`config.mk`:
```
export PLATFORM = sky130hd
export DESIGN_NAME = pipeline_fault_control
export DESIGN_NICKNAME = d
export VERILOG_FILES = /design/src/include/fault_ctl_pkg.sv /design/src/core/pipeline_fault_control.sv
export SDC_FILE = /design/constraint.sdc
export NUM_CORES = 1
export LEC_CHECK = 0
export BUFFER_PORTS_ARGS = -buffer_cell sky130_fd_sc_hd__buf_2
export CORE_ASPECT_RATIO = 1.4
export CORE_MARGIN = 5
export CORE_UTILIZATION = 55
export DETAILED_ROUTE_END_ITERATION = 8
export PLACE_DENSITY = 0.81
export SETUP_SLACK_MARGIN = 0.02
export SYNTH_ARGS = -nofsm -noshare
export SYNTH_HDL_FRONTEND = slang
export SYNTH_SLANG_ARGS = --single-unit
```
`constraint.sdc`:
```
create_clock -name ref_clk_i -period 14.5 [get_ports ref_clk_i]
set_input_delay 2.9 -clock ref_clk_i [delete_from_list [all_inputs] [get_ports ref_clk_i]]
set_output_delay 2.9 -clock ref_clk_i [all_outputs]
set_load 0.03 [all_outputs]
```
`src/include/fault_ctl_pkg.sv`:
```
/*
 * Shared constants for the pipeline fault controller.
 * Assumes a five-stage in-order pipeline whose IF stage lives in the datapath.
 */
`default_nettype none
package fault_ctl_pkg;
    // Stage indices of the tracked stages
    localparam int unsigned NSTG = 4;
    localparam int unsigned S_RF = 0;
    localparam int unsigned S_EX = 1;
    localparam int unsigned S_DC = 2;
    localparam int unsigned S_WB = 3;
    // Instruction attribute bits supplied with each fetched instruction
    localparam int unsigned ATTR_W    = 7;
    localparam int unsigned A_LOAD    = 0;
    localparam int unsigned A_STORE   = 1;
    localparam int unsigned A_LATE    = 2;
    localparam int unsigned A_MFHL    = 3;
    localparam int unsigned A_MTCFG   = 4;
    localparam int unsigned A_CACHEOP = 5;
    localparam int unsigned A_BD      = 6;
    // Exception source widths per stage
    localparam int unsigned RFE_W  = 9;
    localparam int unsigned EXE_W  = 3;
    localparam int unsigned DCE_W  = 6;
    localparam int unsigned CODE_W = 5;
    localparam logic [4:0] CODE_FETCH   = 5'h00;
    localparam logic [4:0] CODE_RF_BASE = 5'h01;
    localparam logic [4:0] CODE_EX_BASE = 5'h0a;
    localparam logic [4:0] CODE_DC_BASE = 5'h0d;
    // Register port map
    localparam int unsigned ADDR_W = 2;
    localparam logic [1:0] REG_EXC_PC = 2'h0;
    localparam logic [1:0] REG_CAUSE  = 2'h1;
    localparam logic [1:0] REG_STATUS = 2'h2;
    localparam int unsigned CAUSE_BD_BIT   = 31;
    localparam int unsigned CAUSE_CODE_LSB = 2;
    localparam int unsigned STATUS_EXL_BIT = 1;
    // Bypass selects for the EX operand muxes
    localparam logic [1:0] BYP_REGFILE = 2'h0;
    localparam logic [1:0] BYP_DC      = 2'h1;
    localparam logic [1:0] BYP_WB      = 2'h2;
    localparam logic [4:0] REG_ZERO    = 5'h00;
endpackage : fault_ctl_pkg
`default_nettype wire

```
`src/core/pipeline_fault_control.sv`:
```
/*
 * Pipeline fault controller: stalls, slips, precise exceptions, bypass steering.
 * Assumes the datapath presents each instruction leaving IF with its decode
 * attributes, and reports cache, translation and exception conditions on the
 * same clock; it follows freeze_o, slip_o and redirect_o one cycle later.
 */
`default_nettype none
module pipeline_fault_control #(
    parameter int unsigned PC_W = 32
) (
    input  wire logic                                ref_clk_i,
    input  wire logic                                reset_i,
    input  wire logic                                if_valid_i,
    input  wire logic [PC_W-1:0]                     if_pc_i,
    input  wire logic [4:0]                          if_rs_i,
    input  wire logic [4:0]                          if_rt_i,
    input  wire logic [4:0]                          if_rd_i,
    input  wire logic                                if_we_i,
    input  wire logic [fault_ctl_pkg::ATTR_W-1:0]    if_attr_i,
    input  wire logic                                fetch_address_error_i,
    input  wire logic [fault_ctl_pkg::RFE_W-1:0]     rf_exc_i,
    input  wire logic [fault_ctl_pkg::EXE_W-1:0]     ex_exc_i,
    input  wire logic [fault_ctl_pkg::DCE_W-1:0]     dc_exc_i,
    input  wire logic                                instr_translation_miss_i,
    input  wire logic                                instr_cache_miss_i,
    input  wire logic                                data_translation_miss_i,
    input  wire logic                                data_cache_miss_i,
    input  wire logic                                data_cache_busy_i,
    input  wire logic                                victim_dirty_i,
    input  wire logic                                refill_last_i,
    input  wire logic                                cacheop_done_i,
    input  wire logic                                muldiv_busy_i,
    input  wire logic                                nullify_rf_i,
    input  wire logic [fault_ctl_pkg::ADDR_W-1:0]    reg_addr_i,
    input  wire logic [31:0]                         reg_wdata_i,
    input  wire logic                                reg_wr_i,
    input  wire logic                                reg_rd_i,
    output logic [31:0]                              reg_rdata_o,
    output logic                                     freeze_o,
    output logic                                     slip_o,
    output logic                                     wbuf_push_o,
    output logic                                     redirect_o,
    output logic [fault_ctl_pkg::CODE_W-1:0]         exc_code_o,
    output logic [PC_W-1:0]                          exception_return_pc_o,
    output logic                                     exl_o,
    output logic [fault_ctl_pkg::NSTG-1:0]           stage_valid_o,
    output logic [4:0]                               rf_rs_o,
    output logic [4:0]                               rf_rt_o,
    output logic [4:0]                               rf_wr_addr_o,
    output logic                                     rf_we_o,
    output logic [1:0]                               byp_rs_sel_o,
    output logic [1:0]                               byp_rt_sel_o
);
    typedef enum {MISS_IDLE, MISS_EVICT, MISS_REFILL} miss_state_t;

    localparam int unsigned N = fault_ctl_pkg::NSTG;

    // ********************************************************************
    // Stage state
    // ********************************************************************
    logic [N-1:0]                      val_r;
    logic [N-1:0]                      exc_r;
    logic [4:0]                        code_r [N];
    logic [PC_W-1:0]                   pc_r   [N];
    logic [4:0]                        dst_r  [N];
    logic [N-1:0]                      we_r;
    logic [fault_ctl_pkg::ATTR_W-1:0]  attr_r [N];
    miss_state_t                       miss_r;
    logic [N-1:0]                      act;
    logic [N-1:0]                      nx_e;
    logic [N-1:0]                      kill;
    logic [4:0]                        nx_code [N];
    logic                              commit;
    logic                              rf_stall;
    logic                              dc_stall;
    logic                              miss_start;
    logic                              stall;
    logic                              rf_live;
    logic                              load_data_slip;
    logic                              muldiv_busy_slip;
    logic                              store_load_slip;
    logic                              cpi;
    logic                              slip;
    logic [4:0]                        dst_src_rs;
    logic [4:0]                        dst_src_rt;
    logic                              cause_bd_r;

    function automatic logic [4:0] first_bit(input logic [8:0] v);
        first_bit = 5'h00;
        for (int i = 8; i >= 0; i--) begin
            if (v[i]) begin
                first_bit = 5'(i);
            end
        end
    endfunction : first_bit

    // ********************************************************************
    // Fault detection
    // ********************************************************************
    assign act = val_r & ~exc_r;
    assign commit = val_r[fault_ctl_pkg::S_WB] & exc_r[fault_ctl_pkg::S_WB];
    assign nx_e[0] = act[0] & (|rf_exc_i);
    assign nx_e[1] = act[1] & (|ex_exc_i);
    assign nx_e[2] = act[2] & (|dc_exc_i);
    assign nx_e[3] = 1'b0;
    assign nx_code[0] = fault_ctl_pkg::CODE_RF_BASE + first_bit(9'(rf_exc_i));
    assign nx_code[1] = fault_ctl_pkg::CODE_EX_BASE + first_bit(9'(ex_exc_i));
    assign nx_code[2] = fault_ctl_pkg::CODE_DC_BASE + first_bit(9'(dc_exc_i));
    assign nx_code[3] = fault_ctl_pkg::CODE_FETCH;
    // Any older stage raising a fault kills everything younger
    assign kill[3] = 1'b0;
    assign kill[2] = 1'b0;
    assign kill[1] = nx_e[2];
    assign kill[0] = nx_e[2] | nx_e[1];

    // A faulting or killed RF/DC instruction raises no new stall; nullify_rf_i does not gate rf_stall
    assign rf_stall = act[0] & ~nx_e[0] & ~kill[0]
                    & (instr_translation_miss_i | instr_cache_miss_i);
    assign miss_start = (miss_r == MISS_IDLE) & act[2] & ~nx_e[2] & data_cache_miss_i;
    assign dc_stall = (miss_r != MISS_IDLE) | miss_start
                    | (act[2] & ~nx_e[2] & (data_translation_miss_i
                    | data_cache_busy_i))
                    | (act[2] & ~nx_e[2] & attr_r[2][fault_ctl_pkg::A_CACHEOP]
                    & ~cacheop_done_i);
    assign stall = ~commit & (rf_stall | dc_stall);

    // ********************************************************************
    // Issue check on the instruction in RF
    // ********************************************************************
    assign rf_live = act[0] & ~nx_e[0] & ~kill[0] & ~nullify_rf_i;
    assign load_data_slip = rf_live & act[1] & we_r[1] & attr_r[1][fault_ctl_pkg::A_LATE]
               & (dst_r[1] != fault_ctl_pkg::REG_ZERO)
               & ((dst_r[1] == dst_src_rs) | (dst_r[1] == dst_src_rt));
    assign muldiv_busy_slip = rf_live & attr_r[0][fault_ctl_pkg::A_MFHL] & muldiv_busy_i;
    assign store_load_slip = rf_live & act[1] & attr_r[1][fault_ctl_pkg::A_STORE]
               & (attr_r[0][fault_ctl_pkg::A_LOAD]
               | attr_r[0][fault_ctl_pkg::A_STORE]);
    assign cpi = rf_live & act[1] & attr_r[1][fault_ctl_pkg::A_MTCFG];
    assign slip = ~commit & ~stall & (load_data_slip | muldiv_busy_slip | store_load_slip | cpi);

    // Source fields of the RF instruction double as register file addresses
    assign dst_src_rs = rf_rs_o;
    assign dst_src_rt = rf_rt_o;

    // ********************************************************************
    // Pipeline advance
    // ********************************************************************
    always_ff @(posedge ref_clk_i) begin
        if (reset_i || commit) begin
            val_r <= '0;
            exc_r <= '0;
        end else if (!stall) begin
            val_r[3] <= val_r[2];
            exc_r[3] <= exc_r[2] | nx_e[2];
            val_r[2] <= val_r[1] & ~kill[1];
            exc_r[2] <= (exc_r[1] | nx_e[1]) & ~kill[1];
            if (slip) begin
                val_r[1] <= 1'b0;
                exc_r[1] <= 1'b0;
            end else begin
                val_r[1] <= val_r[0] & ~kill[0] & ~nullify_rf_i;
                exc_r[1] <= (exc_r[0] | nx_e[0]) & ~kill[0] & ~nullify_rf_i;
                // An RF fault also cancels the younger instruction leaving IF
                val_r[0] <= if_valid_i & ~(|kill) & ~nx_e[0];
                exc_r[0] <= fetch_address_error_i & ~(|kill);
            end
        end
    end

    // Payload travels with the valid bits; codes of flagged instructions stick
    always_ff @(posedge ref_clk_i) begin
        if (reset_i) begin
            for (int i = 0; i < N; i++) begin
                code_r[i] <= fault_ctl_pkg::CODE_FETCH;
                pc_r[i]   <= '0;
                dst_r[i]  <= fault_ctl_pkg::REG_ZERO;
                attr_r[i] <= '0;
            end
            we_r <= '0;
        end else if (!stall) begin
            for (int i = 3; i > 0; i--) begin
                if (i > 1 || !slip) begin
                    code_r[i] <= exc_r[i-1] ? code_r[i-1] : nx_code[i-1];
                    pc_r[i]   <= pc_r[i-1];
                    dst_r[i]  <= dst_r[i-1];
                    we_r[i]   <= we_r[i-1];
                    attr_r[i] <= attr_r[i-1];
                end
            end
            if (!slip) begin
                code_r[0] <= fault_ctl_pkg::CODE_FETCH;
                pc_r[0]   <= if_pc_i;
                dst_r[0]  <= if_rd_i;
                we_r[0]   <= if_we_i;
                attr_r[0] <= if_attr_i;
            end
        end
    end

    // ********************************************************************
    // Data cache miss with dirty victim
    // ********************************************************************
    always_ff @(posedge ref_clk_i) begin
        if (reset_i) begin
            miss_r <= MISS_IDLE;
        end else begin
            case (miss_r)
                MISS_IDLE: begin
                    if (miss_start && !commit) begin
                        miss_r <= victim_dirty_i ? MISS_EVICT : MISS_REFILL;
                    end
                end
                MISS_EVICT:  miss_r <= MISS_REFILL;
                MISS_REFILL: begin
                    if (refill_last_i) begin
                        miss_r <= MISS_IDLE;
                    end
                end
                default:     miss_r <= MISS_IDLE;
            endcase
        end
    end

    // ********************************************************************
    // Register addresses and bypass steering
    // ********************************************************************
    always_ff @(posedge ref_clk_i) begin
        if (reset_i) begin
            rf_rs_o      <= fault_ctl_pkg::REG_ZERO;
            rf_rt_o      <= fault_ctl_pkg::REG_ZERO;
            rf_wr_addr_o <= fault_ctl_pkg::REG_ZERO;
            rf_we_o      <= 1'b0;
            byp_rs_sel_o <= fault_ctl_pkg::BYP_REGFILE;
            byp_rt_sel_o <= fault_ctl_pkg::BYP_REGFILE;
        end else begin
            // A held WB entry has already written; never write it twice
            rf_we_o <= ~commit & ~stall & val_r[2] & ~exc_r[2] & ~nx_e[2] & we_r[2];
            if (!stall) begin
                rf_wr_addr_o <= dst_r[2];
            end
            if (!stall && !slip) begin
                rf_rs_o <= if_rs_i;
                rf_rt_o <= if_rt_i;
                byp_rs_sel_o <= byp_pick(rf_rs_o);
                byp_rt_sel_o <= byp_pick(rf_rt_o);
            end else if (slip) begin
                byp_rs_sel_o <= fault_ctl_pkg::BYP_REGFILE;
                byp_rt_sel_o <= fault_ctl_pkg::BYP_REGFILE;
            end
        end
    end

    // Nearest producer wins; the EX instruction lands in DC, DC lands in WB
    function automatic logic [1:0] byp_pick(input logic [4:0] src);
        byp_pick = fault_ctl_pkg::BYP_REGFILE;
        if (src != fault_ctl_pkg::REG_ZERO) begin
            if (act[2] && we_r[2] && dst_r[2] == src) begin
                byp_pick = fault_ctl_pkg::BYP_WB;
            end
            if (act[1] && we_r[1] && dst_r[1] == src) begin
                byp_pick = fault_ctl_pkg::BYP_DC;
            end
        end
    endfunction : byp_pick

    // ********************************************************************
    // Exception commit and register port
    // ********************************************************************
    always_ff @(posedge ref_clk_i) begin
        if (reset_i) begin
            exception_return_pc_o <= '0;
            exc_code_o <= fault_ctl_pkg::CODE_FETCH;
            exl_o      <= 1'b0;
            redirect_o <= 1'b0;
            cause_bd_r <= 1'b0;
        end else begin
            redirect_o <= commit;
            if (commit) begin
                exception_return_pc_o <= pc_r[3];
                exc_code_o <= code_r[3];
                cause_bd_r <= attr_r[3][fault_ctl_pkg::A_BD];
                exl_o      <= 1'b1;
            end else if (reg_wr_i && reg_addr_i == fault_ctl_pkg::REG_STATUS) begin
                exl_o <= reg_wdata_i[fault_ctl_pkg::STATUS_EXL_BIT];
            end
        end
    end

    always_ff @(posedge ref_clk_i) begin
        if (reset_i) begin
            reg_rdata_o   <= '0;
            freeze_o      <= 1'b0;
            slip_o        <= 1'b0;
            wbuf_push_o   <= 1'b0;
            stage_valid_o <= '0;
        end else begin
            freeze_o      <= stall;
            slip_o        <= slip;
            wbuf_push_o   <= miss_start & victim_dirty_i & ~commit;
            stage_valid_o <= val_r;
            reg_rdata_o   <= '0;
            if (reg_rd_i) begin
                case (reg_addr_i)
                    fault_ctl_pkg::REG_EXC_PC: reg_rdata_o <= 32'(exception_return_pc_o);
                    fault_ctl_pkg::REG_CAUSE: begin
                        reg_rdata_o[fault_ctl_pkg::CAUSE_BD_BIT] <= cause_bd_r;
                        reg_rdata_o[fault_ctl_pkg::CAUSE_CODE_LSB +: 5] <= exc_code_o;
                    end
                    fault_ctl_pkg::REG_STATUS:
                        reg_rdata_o[fault_ctl_pkg::STATUS_EXL_BIT] <= exl_o;
                    default:   reg_rdata_o <= '0;
                endcase
            end
        end
    end

    // ********************************************************************
    // Checks
    // ********************************************************************
    property p_freeze_holds;
        @(posedge ref_clk_i) disable iff (reset_i) stall |=> (val_r == $past(val_r));
    endproperty
    a_freeze_holds: assert property (p_freeze_holds) else $error("stall moved pipe");
    property p_slip_bubble;
        @(posedge ref_clk_i) disable iff (reset_i)
            slip |=> !val_r[1] && val_r[3] == $past(val_r[2]) && freeze_o == 1'b0;
    endproperty
    a_slip_bubble: assert property (p_slip_bubble) else $error("slip not bubbled");
    property p_commit_flush;
        @(posedge ref_clk_i) disable iff (reset_i) commit |=> val_r == '0 && redirect_o;
    endproperty
    a_commit_flush: assert property (p_commit_flush) else $error("no flush");
    property p_commit_record;
        @(posedge ref_clk_i) disable iff (reset_i)
            commit |=> exception_return_pc_o == $past(pc_r[3]) && exl_o
                    && exc_code_o == $past(code_r[3]);
    endproperty
    a_commit_record: assert property (p_commit_record) else $error("bad record");
    property p_kill_younger;
        @(posedge ref_clk_i) disable iff (reset_i)
            nx_e[1] && !stall && !commit && !slip |=> !val_r[1];
    endproperty
    a_kill_younger: assert property (p_kill_younger) else $error("younger survived");
    property p_no_slip_killed;
        @(posedge ref_clk_i) disable iff (reset_i) slip |-> act[0] && !nullify_rf_i;
    endproperty
    a_no_slip_killed: assert property (p_no_slip_killed) else $error("killed slipped");
    property p_sli_once;
        @(posedge ref_clk_i) disable iff (reset_i)
            store_load_slip && slip && !load_data_slip && !muldiv_busy_slip && !cpi ##1 !stall && !commit |-> !store_load_slip;
    endproperty
    a_sli_once: assert property (p_sli_once) else $error("store slip too long");
    property p_evict;
        @(posedge ref_clk_i) disable iff (reset_i)
            miss_start && victim_dirty_i && !commit |=> wbuf_push_o && miss_r == MISS_EVICT
                ##1 miss_r == MISS_REFILL && stall;
    endproperty
    a_evict: assert property (p_evict) else $error("dirty victim lost");
    c_commit: cover property (@(posedge ref_clk_i) disable iff (reset_i) commit);
    c_ldi: cover property (@(posedge ref_clk_i) disable iff (reset_i) load_data_slip && slip);
    c_evict: cover property (@(posedge ref_clk_i) disable iff (reset_i) miss_r == MISS_EVICT);
endmodule : pipeline_fault_control
`default_nettype wire

```
==> Word-level counts from Yosys, hierarchy flattened <==
Memories as Yosys holds them, arrays and structs flattened. A register that Yosys moved wholly into a read port is not among the register bits.
Index checks and enable logic that the tools add are counted.
W data, S select, Z words.
{ "word_totals": {"output_inout_bits": 98, "n_memories": 4, "elab_cells": 222, "regBits": 104, "ram_bits": 196} }
{ "classes": {"muxes": 66, "reduce_logical": 30, "n_bitwise": 88, "addsub": 3, "eq_ne": 10} }
{ "memory_table": {"columns": ["name", "depth", "width", "rd", "rd_clocked_by_memory_dff", "wr", "line_no", "source"], "rows": [
  ["pc_r", 4, 32, 4, 1, 4, "pipeline_fault_control.sv:64", "logic [PC_W-1:0] pc_r [N];"],
  ["attr_r", 4, 7, 4, 1, 4, "pipeline_fault_control.sv:67", "logic [fault_ctl_pkg::ATTR_W-1:0] attr_r [N];"],
  ["code_r", 4, 5, 4, 1, 4, "pipeline_fault_control.sv:63", "logic [4:0] code_r [N];"],
  ["dst_r", 4, 5, 3, 0, 4, "pipeline_fault_control.sv:65", "logic [4:0] dst_r [N];"]
]} }
{ "op_table": {"columns": ["cell", "n"], "rows": [
  ["$mux W32", 6],
  ["$mux W5", 25],
  ["$pmux W32 S3", 1],
  ["$logic_not A32 Y1", 2],
  ["$and A1 B1 Y1", 43],
  ["$eq A32 B1 Y1 const B", 1],
  ["$eq A32 B2 Y1 const B", 1],
  ["$reduce_bool A32 Y1", 1],
  ["$or A1 B1 Y1", 31],
  ["$mux W7", 4],
  ["$mux W2", 11],
  ["$eq A5 B5 Y1", 4],
  ["$reduce_bool A5 Y1", 3],
  ["$mux W1", 13],
  ["$not A1 Y1", 12],
  ["$add A4 B5 Y5 const A", 2],
  ["$pmux W5 S2", 1],
  ["$logic_and A1 B1 Y1", 9],
  ["$reduce_or A9 Y1", 1],
  ["$mux W4", 2],
  ["$reduce_or A3 Y1", 2],
  ["$reduce_or A6 Y1", 1],
  ["$add A1 B5 Y5 const A", 1],
  ["$ne A2 B2 Y1 const B", 2],
  ["other kinds (12)", 18]
]} }

==> Depth between registers and ports, before layout <==
{ "depth": {"word_depth": 21, "ltp_mapped": 11} }

==> Worst setup path before layout <==
OpenSTA, ideal clock, no wires.
{ "synth_path": {"path_kind": "input port to flip-flop", "from": "input port cacheop_done_i", "to": "memory attr_r[0][0] (netlist bit), enable pin", "arrival_time_ps": 10417, "required_ps": 13834, "setup_ps": 666, "path_stages": 7, "setup_slack_ps": 3417, "n_path_buf": 2, "path_cell_list": "inv_1 -> a2111oi_0 -> o21ai_0 -> or2_2 -> buf_2 -> buf_2 -> o21ai_0"} }
{ "synth_rtl": {"columns": ["element", "line_no", "source"], "rows": [
  ["from (decl)", "pipeline_fault_control.sv:31", "input wire logic cacheop_done_i,"],
  ["to (decl)", "pipeline_fault_control.sv:67", null]
]} }

==> flow_metrics.tcl <==
set metrics [dict create \
    die_w_um 130 \
    drv_slew 0 \
    p_leak_nw 5.83 \
    cp-end-kind "flip-flop" \
    nets 1161 \
    mostFrequentLayoutCells "188 x buf_2, 173 x edfxtp_1, 112 x dfxtp_1" \
    multi_input_area_um2 3470 \
    netlist_top_cells_area "edfxtp_1 47%, dfxtp_1 20%, nor3b_1 6.0%, and3_1 4.8%, a22o_1 3.5%" \
    yosysSeqAreaShare_pct 66.6 \
    antenna_cells 0 \
    start_util_pct 56.1 \
    core.rowCount 61 \
    cts_tree "done" \
    stdcell_count 1307 \
    io_pins 221 \
    dp.cells 1259 \
    routed_wl_um 21900 \
    final_common_cell "buf_2" \
    wl_per_cell_um 16.8 \
    drt-pass1-iter-count 4 \
    design.die.area_um2 23300 \
    period_share_pct 38.5 \
    max_freq_ghz 0.179 \
    r2r_slack_ps 10870 \
    avgSynthCellArea_um2 12.8 \
    netlist_area_um2 11200 \
    crit_fanout 86 \
    cp.arrival_ps 5700 \
    fin_skew_ps 12.7 \
    grt_max_degree 100 \
    grt_overflow 0 \
    cts_buffer_depth 3 \
    cp.required_ps 14620 \
    syn_nets 999 \
    drc 0 \
    synth_cell_types 57 \
    antenna_left 0 \
    hold_path.class "flip-flop to flip-flop" \
    synth_area_leader_cell "edfxtp_1" \
    final-setup-viol-count 0 \
    drive_gt1_share_pct 24.3 \
    portBuffers 189 \
    clock-root-buffer "clkbuf_16" \
    final_hold_viol_count 0 \
    synth_seq_cells 285 \
    synth-main-ff-cell "edfxtp_1" \
    grt.total_usage_pct 18.2 \
    powerDensity_nw_per_um2 123 \
    dpl.hpwl_um 14000 \
    hold_buffers 0 \
    ctsResizeCount 0 \
    outcome "finished clean" \
    fin_setup_tns_ps 0 \
    fin_crit_ps 5580 \
    clkTransAtPathRegs_ps 60 \
    critPathLaunchType "primary input" \
    vias_per_cell 5.49 \
    fill_cells 1481 \
    synth_top_area_share_pct 46.5 \
    synth-edff-count 173 \
    max_slew_margin_pct 29.9 \
    yosys_warnings 0 \
    grt_pass1_wl_um 34500 \
    synthArstFlopShare_pct 0 \
    first_global_vias 6788 \
    clkSinkCount 285 \
    via_count 7176 \
    criticalPathCategory "primary input to flip-flop" \
    drt_iter0_markers 536 \
    globalplace.congestion 0.874 \
    synthToLayoutAreaGrowth_pct 17.3 \
    fp.coreArea_um2 19900 \
    htreeDepth 1 \
    cap_violations 0 \
    cts_setup_buffers 0 \
    die_h_um 179 \
    worstMarginPinSlew_ps 1050 \
    cts_buffers 26 \
    antenna_found_initial 1 \
    rsz0062_at_grt "false" \
    syn_inst 873 \
    peakVddDrop_mv 0.0900 \
    clk_latency_ps 510 \
    final-seq-area_um2 7440 \
]
## cell families (layout without fill, tap and decap cells)
| logic type | after synthesis | in the layout | synth area share (%) |
|---|---|---|---|
| AOI/OAI and AO/OA | 115 | 115 | 8.29 |
| xor gates and xnor gates | 21 | 21 | 1.65 |
| adders and majority gates | 3 | 3 | 0.336 |
| buffers and inverters | 72 | 254 | 2.63 |
| DFF | 285 | 285 | 66.6 |
| muxes | 6 | 6 | 0.538 |
| other | 1 | 1 | 0.0336 |
| and+or+nand+nor | 370 | 370 | 19.9 |
## final cells by class
class                   count  area share (%)
repair buffers            198            7.75
clock inverters            10           0.334
multi-input cells         516            26.5
clock buffers              38            6.01
flip-flops and latches    285            56.8
inverters                   8           0.239
well taps                 252            2.41
## registers in the layout (all words and copies together) (netlist names), 2 cells and up
register               flops
pc_r                     128
exception_return_pc_o     32
reg_rdata_o               32
attr_r                    15
code_r                    15
dst_r                     15
exc_code_o                 5
rf_rs_o                    5
rf_rt_o                    5
rf_wr_addr_o               5
exc_r                      4
stage_valid_o              4
val_r                      4
we_r                       3
byp_rs_sel_o               2
byp_rt_sel_o               2
miss_r                     2
## synthesized netlist by cell type, types with 2 or more instances
| library cell | instances |
|---|---|
| clkbuf_1 | 44 |
| nand2_1 | 56 |
| a2bb2oi_1 | 11 |
| o311ai_1 | 7 |
| a32o_1 | 3 |
| o21ai_0 | 5 |
| nor4_2 | 3 |
| nor3_1 | 16 |
| dfxtp_1 | 112 |
| and2_1 | 26 |
| inv_1 | 7 |
| a22o_1 | 44 |
| nor3_2 | 3 |
| nor3b_1 | 89 |
| xnor2_1 | 8 |
| a21oi_1 | 23 |
| a31o_2 | 2 |
| o21bai_1 | 4 |
| and4b_1 | 2 |
| nor4b_1 | 2 |
| edfxtp_1 | 173 |
| and3_1 | 85 |
| nand4_1 | 4 |
| and4_1 | 3 |
| or4_1 | 3 |
| mux2i_1 | 6 |
| nor2b_1 | 10 |
| xor2_1 | 13 |
| nand3_1 | 13 |
| ha_1 | 3 |
| buf_2 | 16 |
| nand2b_1 | 3 |
| o311ai_0 | 5 |
| nor4_1 | 5 |
| nand3b_1 | 2 |
| buf_1 | 3 |
| nor2_1 | 39 |
## per-stage QoR
| stage | instance area, um2 | setup slack (ps) | power (mW) | utilization [%] | hold WS [ps] |
|---|---|---|---|---|---|
| after floorplan | 11200 | 3420 | 0.946 | - | 436 |
| after global placement | 12300 | 8520 | 0.971 | 61.6 | 437 |
| after detailed placement | 12300 | 8440 | 0.974 | 61.6 | 440 |
| after CTS | 13100 | 8950 | 1.62 | 65.8 | 455 |
| after global routing | 13100 | 8700 | 1.67 | 65.8 | 471 |
| final | 13100 | 8920 | 1.61 | 65.8 | 453 |
## path summary, 6_finish.rpt
kind	from	end	cells after the start
worst max register to register	dst_r[1][0]$_SDFFCE_PN0P_	pc_r[1][20]$_SDFFCE_PN0P_	6
worst min-delay path	pc_r[3][9]$_SDFFCE_PN0P_	exception_return_pc_o[9]$_SDFFE_PP0P_	1
worst min register to register	pc_r[3][9]$_SDFFCE_PN0P_	exception_return_pc_o[9]$_SDFFE_PP0P_	1
worst max-delay path	rf_exc_i[7]	pc_r[1][20]$_SDFFCE_PN0P_	7
## critical path, stage by stage
cell      delay (ps)
buf_2            110
nor4_2           390
nand4b_1         170
nor4_1           590
or2_2            790
o21ai_4          190
buf_4            480
## where the power goes
| group | switching, mW | internal, mW | leakage, nW |
|---|---|---|---|
| Sequential | 0.0103 | 0.876 | 2.97 |
| Combinational | 0.0387 | 0.0319 | 2.43 |
| Clock | 0.274 | 0.374 | 0.425 |
| Total | 0.323 | 1.28 | 5.83 |
## routing by layer
| layer | GRT usage (%) | part of all wire (%) | vias to the layer above |
|---|---|---|---|
| li1 | - | - | 3578 |
| met1 | 24.7 | 43 | 3342 |
| met2 | 29.6 | 48 | 205 |
| met3 | 3.33 | 6.1 | 49 |
| met4 | 6.30 | 2.9 | 2 |
| met5 | 0 | 0.059 | - |
Power figures use the tool's default switching activity.
